File: src/verilog/ccr_pkg.sv
// Shared constants and types for the charger configuration register bank
package ccr_pkg;

  // Bus slave address of the bank
  localparam logic [3:0] GROUP_ID      = 4'h9;   // 1001b
  localparam logic [2:0] DEVICE_ID     = 3'h0;   // 000b
  localparam logic [6:0] SLAVE_ADDR    = {GROUP_ID, DEVICE_ID};

  // Register subaddresses
  localparam logic [7:0] OFS_TERM_CFG  = 8'h02;
  localparam logic [7:0] OFS_CUR_CFG   = 8'h04;
  localparam logic [7:0] OFS_UNLOCK    = 8'h11;
  localparam logic [7:0] OFS_NVM_CTRL  = 8'h12;

  // Field positions
  localparam int         TERM_LSB      = 3;
  localparam int         TERM_W        = 3;
  localparam int         CUR_LSB       = 4;
  localparam int         CUR_W         = 4;
  localparam int         UNLOCK_BIT    = 0;
  localparam int         BURN_BIT      = 0;

  // Reset values
  localparam logic [7:0] RST_UNLOCK    = 8'h00;
  localparam logic [7:0] RST_NVM_CTRL  = 8'h00;
  localparam logic [7:0] RST_CFG       = 8'h00;
  localparam logic [7:0] READ_NONE     = 8'h00;

  // Termination code reserved for factory use
  localparam logic [2:0] TERM_FACTORY  = 3'h7;

  // Charge current encoding, milliamps
  localparam logic [10:0] CUR_MIN_MA   = 11'h032; // 50 mA
  localparam logic [10:0] CUR_STEP_MA  = 11'h064; // 100 mA

  // Supply hold time the host must keep during a burn, milliseconds
  localparam int         BURN_HOLD_MS  = 200;

  // Register access request from the serial slave front end
  typedef struct packed {
    logic       valid;     // One-cycle request strobe
    logic       write;     // 1 write, 0 read
    logic [6:0] dev_addr;  // Slave address of the transfer
    logic [7:0] sub_addr;  // Register subaddress (first data byte)
    logic [7:0] wdata;     // Write data
  } ccr_req_t;

  // Nonvolatile image of the two configuration registers
  typedef struct packed {
    logic [7:0] term_cfg;
    logic [7:0] cur_cfg;
  } ccr_nvm_t;

endpackage

File: src/verilog/ccr_top.sv
// Configuration register bank of the supercapacitor charger
//
// Contract
// - Termination select 000..110 map 2.48..2.74 V; 111 is factory only.
// - Current select 0000 gives 50 mA; 0001..1111 give 100..1500 mA.
// - Unlock bit 0 of 0x11 resets to 0; 0 blocks config access.
// - Burn control bit 0 of 0x12 resets 0; upper bits read zero.
// - Writing burn bit 1 programs nonvolatile memory with registers 2 and 4.
// - Burn bit at 0 never starts nonvolatile programming.
// - Config and burn registers need unlock; unlock register always open, resets 0x00.
// - Bank answers slave address 0x48; first data byte is subaddress.
`timescale 1ns/100ps

module ccr_top (
  input  wire logic              CLK_SYS,       // System clock, 100 MHz
  input  wire logic              NRST,          // Asynchronous reset, active low
  input  wire ccr_pkg::ccr_req_t REQ,           // Register access request
  input  wire ccr_pkg::ccr_nvm_t NVM_IMAGE,     // Stored configuration image
  input  wire logic              NVM_IMAGE_OK,  // Stored image valid
  output logic [7:0]             RSP_RDATA,     // Read data
  output logic                   RSP_VALID,     // Read data strobe
  output logic [2:0]             TERM_SEL,      // Termination voltage select
  output logic [11:0]            TERM_MV,       // Termination voltage, millivolts
  output logic                   TERM_FACTORY,  // Factory-only code selected
  output logic [3:0]             CUR_SEL,       // Charge current limit select
  output logic [10:0]            CUR_MA,        // Charge current limit, milliamps
  output logic                   NVM_BURN,      // Burn request pulse
  output ccr_pkg::ccr_nvm_t      NVM_BURN_DATA  // Image to burn
);

  // Stored state
  logic                rst_s1_q;
  logic                rst_n_q;
  logic                loaded_q;
  logic [2:0]          term_q;
  logic [3:0]          cur_q;
  logic                unlock_q;
  logic                burn_ctrl_q;
  // Decodes and next values
  logic                hit;
  logic                open_cfg;
  logic                wr_unlock;
  logic                wr_term;
  logic                wr_cur;
  logic                wr_ctrl;
  logic                rd_take;
  logic [7:0]          rdata_d;
  logic [11:0]         term_mv_d;
  logic [10:0]         cur_ma_d;

  // Reset release through two flops
  // Assertion acts at once; release waits for two clean edges
  always_ff @(posedge CLK_SYS or negedge NRST) begin
    if (!NRST) begin
      rst_s1_q <= 1'b0;
      rst_n_q  <= 1'b0;
    end else begin
      rst_s1_q <= 1'b1;
      rst_n_q  <= rst_s1_q;
    end
  end

  // Address match and unlock gate
  // Other slave addresses are ignored entirely
  assign hit      = REQ.valid && (REQ.dev_addr == ccr_pkg::SLAVE_ADDR);
  assign open_cfg = unlock_q;

  // Write and read decodes; config writes need the unlock bit
  assign wr_unlock = hit && REQ.write && (REQ.sub_addr == ccr_pkg::OFS_UNLOCK);
  assign wr_term   = hit && REQ.write && open_cfg && (REQ.sub_addr == ccr_pkg::OFS_TERM_CFG);
  assign wr_cur    = hit && REQ.write && open_cfg && (REQ.sub_addr == ccr_pkg::OFS_CUR_CFG);
  assign wr_ctrl   = hit && REQ.write && open_cfg && (REQ.sub_addr == ccr_pkg::OFS_NVM_CTRL);
  assign rd_take   = hit && !REQ.write;

  // Unlock register, always reachable
  // Only bit 0 is kept; the upper bits read back zero
  always_ff @(posedge CLK_SYS or negedge rst_n_q) begin
    if (!rst_n_q) begin
      unlock_q <= ccr_pkg::RST_UNLOCK[ccr_pkg::UNLOCK_BIT];
    end else if (wr_unlock) begin
      unlock_q <= REQ.wdata[ccr_pkg::UNLOCK_BIT];
    end
  end

  // Configuration fields, loaded once from the stored image after reset
  // A write landing on the load edge is lost; hosts wait past it
  always_ff @(posedge CLK_SYS or negedge rst_n_q) begin
    if (!rst_n_q) begin
      loaded_q <= 1'b0;
      term_q   <= ccr_pkg::RST_CFG[ccr_pkg::TERM_LSB +: ccr_pkg::TERM_W];
      cur_q    <= ccr_pkg::RST_CFG[ccr_pkg::CUR_LSB +: ccr_pkg::CUR_W];
    end else if (!loaded_q) begin
      // First edge after release takes the stored image
      loaded_q <= 1'b1;
      if (NVM_IMAGE_OK) begin
        term_q <= NVM_IMAGE.term_cfg[ccr_pkg::TERM_LSB +: ccr_pkg::TERM_W];
        cur_q  <= NVM_IMAGE.cur_cfg[ccr_pkg::CUR_LSB +: ccr_pkg::CUR_W];
      end
    end else begin
      // Only the field bits are stored; the rest are dropped
      if (wr_term) begin
        term_q <= REQ.wdata[ccr_pkg::TERM_LSB +: ccr_pkg::TERM_W];
      end
      if (wr_cur) begin
        cur_q <= REQ.wdata[ccr_pkg::CUR_LSB +: ccr_pkg::CUR_W];
      end
    end
  end

  // Burn control bit
  // Holds as written; only a fresh write of 1 asks for another burn
  always_ff @(posedge CLK_SYS or negedge rst_n_q) begin
    if (!rst_n_q) begin
      burn_ctrl_q <= ccr_pkg::RST_NVM_CTRL[ccr_pkg::BURN_BIT];
    end else if (wr_ctrl) begin
      burn_ctrl_q <= REQ.wdata[ccr_pkg::BURN_BIT];
    end
  end

  // Burn request: one pulse per write of 1, carrying the live image
  // Image comes from the fields before this edge, never half-updated
  always_ff @(posedge CLK_SYS or negedge rst_n_q) begin
    if (!rst_n_q) begin
      NVM_BURN      <= 1'b0;
      NVM_BURN_DATA <= '0;
    end else begin
      NVM_BURN <= wr_ctrl && REQ.wdata[ccr_pkg::BURN_BIT];
      if (wr_ctrl) begin
        NVM_BURN_DATA.term_cfg <= 8'(term_q) << ccr_pkg::TERM_LSB;
        NVM_BURN_DATA.cur_cfg  <= 8'(cur_q) << ccr_pkg::CUR_LSB;
      end
    end
  end

  // Read data mux; locked and unmapped reads give zero
  // Address decode only; the strobe is qualified at the answer flops
  always_comb begin
    rdata_d = ccr_pkg::READ_NONE;
    case (REQ.sub_addr)
      ccr_pkg::OFS_UNLOCK: begin
        rdata_d[ccr_pkg::UNLOCK_BIT] = unlock_q;
      end
      ccr_pkg::OFS_TERM_CFG: begin
        if (open_cfg) begin
          rdata_d[ccr_pkg::TERM_LSB +: ccr_pkg::TERM_W] = term_q;
        end
      end
      ccr_pkg::OFS_CUR_CFG: begin
        if (open_cfg) begin
          rdata_d[ccr_pkg::CUR_LSB +: ccr_pkg::CUR_W] = cur_q;
        end
      end
      ccr_pkg::OFS_NVM_CTRL: begin
        if (open_cfg) begin
          rdata_d[ccr_pkg::BURN_BIT] = burn_ctrl_q;
        end
      end
      default: begin
        rdata_d = ccr_pkg::READ_NONE;
      end
    endcase
  end

  // Read answer, one cycle after the request
  // Data holds between answers for a slow front end
  always_ff @(posedge CLK_SYS or negedge rst_n_q) begin
    if (!rst_n_q) begin
      RSP_VALID <= 1'b0;
      RSP_RDATA <= ccr_pkg::READ_NONE;
    end else begin
      RSP_VALID <= rd_take;
      if (rd_take) begin
        RSP_RDATA <= rdata_d;
      end
    end
  end

  // Termination decode, millivolts
  // Factory code has no charging target here; shown as zero
  always_comb begin
    case (term_q)
      3'h0:    term_mv_d = 12'h9b0;  // 2480
      3'h1:    term_mv_d = 12'h9ec;  // 2540
      3'h2:    term_mv_d = 12'ha28;  // 2600
      3'h3:    term_mv_d = 12'ha64;  // 2660
      3'h4:    term_mv_d = 12'ha78;  // 2680
      3'h5:    term_mv_d = 12'haa0;  // 2720
      3'h6:    term_mv_d = 12'hab4;  // 2740
      default: term_mv_d = 12'h000;  // Factory use
    endcase
  end

  // Current decode, milliamps
  // Lowest code is a fixed trickle level, not a step multiple
  always_comb begin
    if (cur_q == 4'h0) begin
      cur_ma_d = ccr_pkg::CUR_MIN_MA;
    end else begin
      cur_ma_d = 11'(cur_q * ccr_pkg::CUR_STEP_MA);
    end
  end

  // Registered charger controls
  // One flop between field and pin keeps the outputs glitch free
  always_ff @(posedge CLK_SYS or negedge rst_n_q) begin
    if (!rst_n_q) begin
      TERM_SEL     <= 3'h0;
      TERM_MV      <= 12'h000;
      TERM_FACTORY <= 1'b0;
      CUR_SEL      <= 4'h0;
      CUR_MA       <= 11'h000;
    end else begin
      TERM_SEL     <= term_q;
      TERM_MV      <= term_mv_d;
      TERM_FACTORY <= (term_q == ccr_pkg::TERM_FACTORY);
      CUR_SEL      <= cur_q;
      CUR_MA       <= cur_ma_d;
    end
  end

endmodule

File: config.mk
export PLATFORM = sky130hd
export DESIGN_NAME = ccr_top
export DESIGN_NICKNAME = d
export VERILOG_FILES = /design/src/verilog/ccr_pkg.sv /design/src/verilog/ccr_top.sv
export SDC_FILE = /design/constraint.sdc
export NUM_CORES = 1
export LEC_CHECK = 0
export ABC_AREA = 1
export BUFFER_PORTS_ARGS = -buffer_cell sky130_fd_sc_hd__buf_2
export CAP_MARGIN = 20
export CORE_ASPECT_RATIO = 0.5
export CORE_UTILIZATION = 51
export DETAILED_ROUTE_END_ITERATION = 6
export GPL_TIMING_DRIVEN = 0
export PLACE_DENSITY = 0.9
export SETUP_SLACK_MARGIN = 0.4
export SLEW_MARGIN = 20
export SYNTH_ARGS = -nofsm -noshare
export SYNTH_HDL_FRONTEND = slang
export SYNTH_SLANG_ARGS = --single-unit
File: constraint.sdc
create_clock -name CLK_SYS -period 2.8 [get_ports CLK_SYS]
set_input_delay 0 -clock CLK_SYS [delete_from_list [all_inputs] [get_ports CLK_SYS]]
set_output_delay 0 -clock CLK_SYS [all_outputs]
set_load 0.01 [all_outputs]
==> flow_summary.ini <==
[floorplan]
die_y_um = 50.8
dieArea_um2 = 5060
io_pins = 101
start_util_pct = 54.1
num_rows = 17
fp.dieW_um = 99.6
core_area_um2 = 4490

[yosys]
netlist.area_leader.share_pct = 54.6
synth-async-reset-ratio_pct = 100
ys_warn_count = 0
synthCells = 259
synth.area.top_cells = dfrtp_1 (55%), nand2_1 (11%), ha_1 (5.7%)
synth.avg_cell_area_um2 = 9.38
synth_top_area_cell = dfrtp_1
syn_area_um2 = 2430
ys_seq_area_share_pct = 54.6
yosys_most_used_dff = dfrtp_1
synth_edf_count = 0
ys_seq_elements = 53
synth_cell_type_count = 27

[flow_run]
max_cap_viol_count = 0

[cts]
cts-root-buf = clkbuf_8
cts_buffer_depth = 2
cts_sinks = 53
h-tree-depth = 2
clock_latency_ns = 0.30
cts_resized = 0
cts.clk_slew.worst_paths_ns = 0.09
cts_tree = done
numCtsBuffers = 5

[timing]
period_share_pct = 74.9
tns_ns = 0
drv_slew = 0
max_freq_mhz = 477
setup_viol = 0
hold_viol_final = 0
period_needed_ns = 2.10
skew_ns = 0.00702
rsz0062_at_grt = false

[pwr]
power_w = 0.00168
power.leakage_nw = 1.78
powerDensity_nw_per_um2 = 543
worst_ir_drop_vdd_uv = 243

[routing]
dr.pass1.iters = 4
viasPerCell = 4.82
wl_mm = 5.50
antenna_left = 0
num_vias = 2062
drtIter0Drc = 126
drc = 0
wire_per_inst_um = 12.9

[worst_setup_path]
critPathMaxFanout = 5
worstSetupPathType = flip-flop to flip-flop
critPathCaptureType = flip-flop
startpoint_type = flip-flop
arrival_ns = 2.29
rr_worst_depth = 8
cp.required_ns = 2.99

[global_route]
grt_pass1_wl_mm = 8.99
grt_pass1_vias = 2012
grt_max_degree = 35
grt_overflow = 0
grt.total_usage_pct = 23.9
antenna_found_initial = 0

[place]
dp_hpwl_mm = 4.13
gp_congestion = 0.797
port_buffers = 74

[min_path]
hold_path_depth = 5
hold_path_class = input pin to flip-flop

[final_layout]
fill_cells = 327
layout-drive-gt1-share_pct = 33.1
area_delta_synth_final_pct = 27.2
antennaDiodeCount = 0
nets = 417

[status]
status = completed
[worst paths after layout]
check	end	start	slack (ns)
max	CUR_MA[8]$_DFF_PN0_	cur_q[0]$_DFFE_PN0P_	0.70
min	cur_q[3]$_DFFE_PN0P_	NVM_IMAGE[7]	0.006
max reg2reg	CUR_MA[8]$_DFF_PN0_	cur_q[0]$_DFFE_PN0P_	0.70
min reg2reg	RSP_VALID$_DFF_PN0_	rst_n_q$_DFF_PN0_	0.22
max in group asynchronous	TERM_MV[9]$_DFF_PN0_	rst_n_q$_DFF_PN0_	2.05
min in group asynchronous	RSP_VALID$_DFF_PN0_	rst_n_q$_DFF_PN0_	0.22
[critical path, cell delays in order (launching register included)]
cell,delay (ns)
dfrtp_1,0.46
inv_1,0.16
ha_1,0.32
ha_1,0.16
inv_1,0.06
fa_1,0.40
or2_2,0.31
nand2_1,0.06
a21oi_1,0.04
[cell usage in the layout, fill, tap and decap left out, types with 5 or more instances in the layout]
master / instances
inv_1: 27
ha_1: 11
buf_2: 74
o21ai_2: 8
nand3_1: 13
conb_1: 17
buf_4: 16
nand2_1: 74
clkbuf_8: 5
o21ai_0: 6
dlygate4sd3_1: 5
a21oi_1: 6
nor2_1: 17
dfrtp_1: 52
[power breakdown]
group / total [W] / switching, W / internal [W]
Clock: 0.000410 / 0.000232 / 0.000178
Combinational: 0.000370 / 0.000217 / 0.000154
Sequential: 0.000899 / 0.0000472 / 0.000852
Total: 0.00168 / 0.000495 / 0.00118
[metal layers]
layer  track usage, %  wire [µm]
met1             26.6       2190
met2             42.4       2690
met3             5.29        445
met4             15.9        177
met5                0          0
[timing repair]
item / in CTS / in global routing
endpoints found under the hold margin: 5 / 0
setup buffers: 0 / 0
hold buffers: 5 / 0
[kinds of logic after synthesis]
group                      count (synthesis)  share of synthesized area (%)
and+or+nand+nor                          121                           21.9
DFF                                       53                           54.6
buffers and inverters                     46                           9.89
AOI/OAI and AO/OA                         25                           6.80
adders and majority gates                 12                           6.49
other                                      2                          0.309
[per-stage QoR]
stage	hold WS, ns	instance area (µm²)	worst slack (ns)	util (%)	cells
floorplan	-0.296	2480	0.973	-	274
global placement	-0.216	2940	0.799	65.5	414
detailed placement	-0.213	2960	0.749	65.9	415
CTS	0.00128	3090	0.721	68.8	428
global route	0.0403	3090	0.501	68.8	428
finish	0.00574	3090	0.704	68.8	428
[registers in the layout, indices dropped and copies added, names as in the netlist]
signal / cells
NVM_BURN: 1
cur_q: 4
TERM_SEL: 3
loaded_q: 1
burn_ctrl_q: 1
RSP_VALID: 1
RSP_RDATA: 6
CUR_MA: 10
open_cfg: 1
rst_s1_q: 1
TERM_MV: 8
CUR_SEL: 4
TERM_FACTORY: 1
NVM_BURN_DATA: 7
term_q: 3
rst_n_q: 1
[layout make-up]
type	count	area, µm²	share of cell area, %
Buffer	18	135	4.37
Clock buffer	8	80.1	2.59
Multi-Input combinational cell	175	918	29.7
Timing Repair Buffer	80	440	14.3
Inverter	28	105	3.40
Sequential cell	53	1330	43.0
Tap cell	66	82.6	2.67
[Yosys cell counts, types with 2 or more instances]
master   count
nand4_1      3
ha_1        11
o21ai_0      6
conb_1       2
inv_1       27
buf_4       16
o21ai_2      8
dfrtp_1     53
o22ai_1      2
or2_2        2
nor2_2       4
nand3_2      2
a21oi_1      6
nand2_1     74
nand3_1     13
nor2_1      17
nand2_2      3
Power figures use the tool's default switching activity.
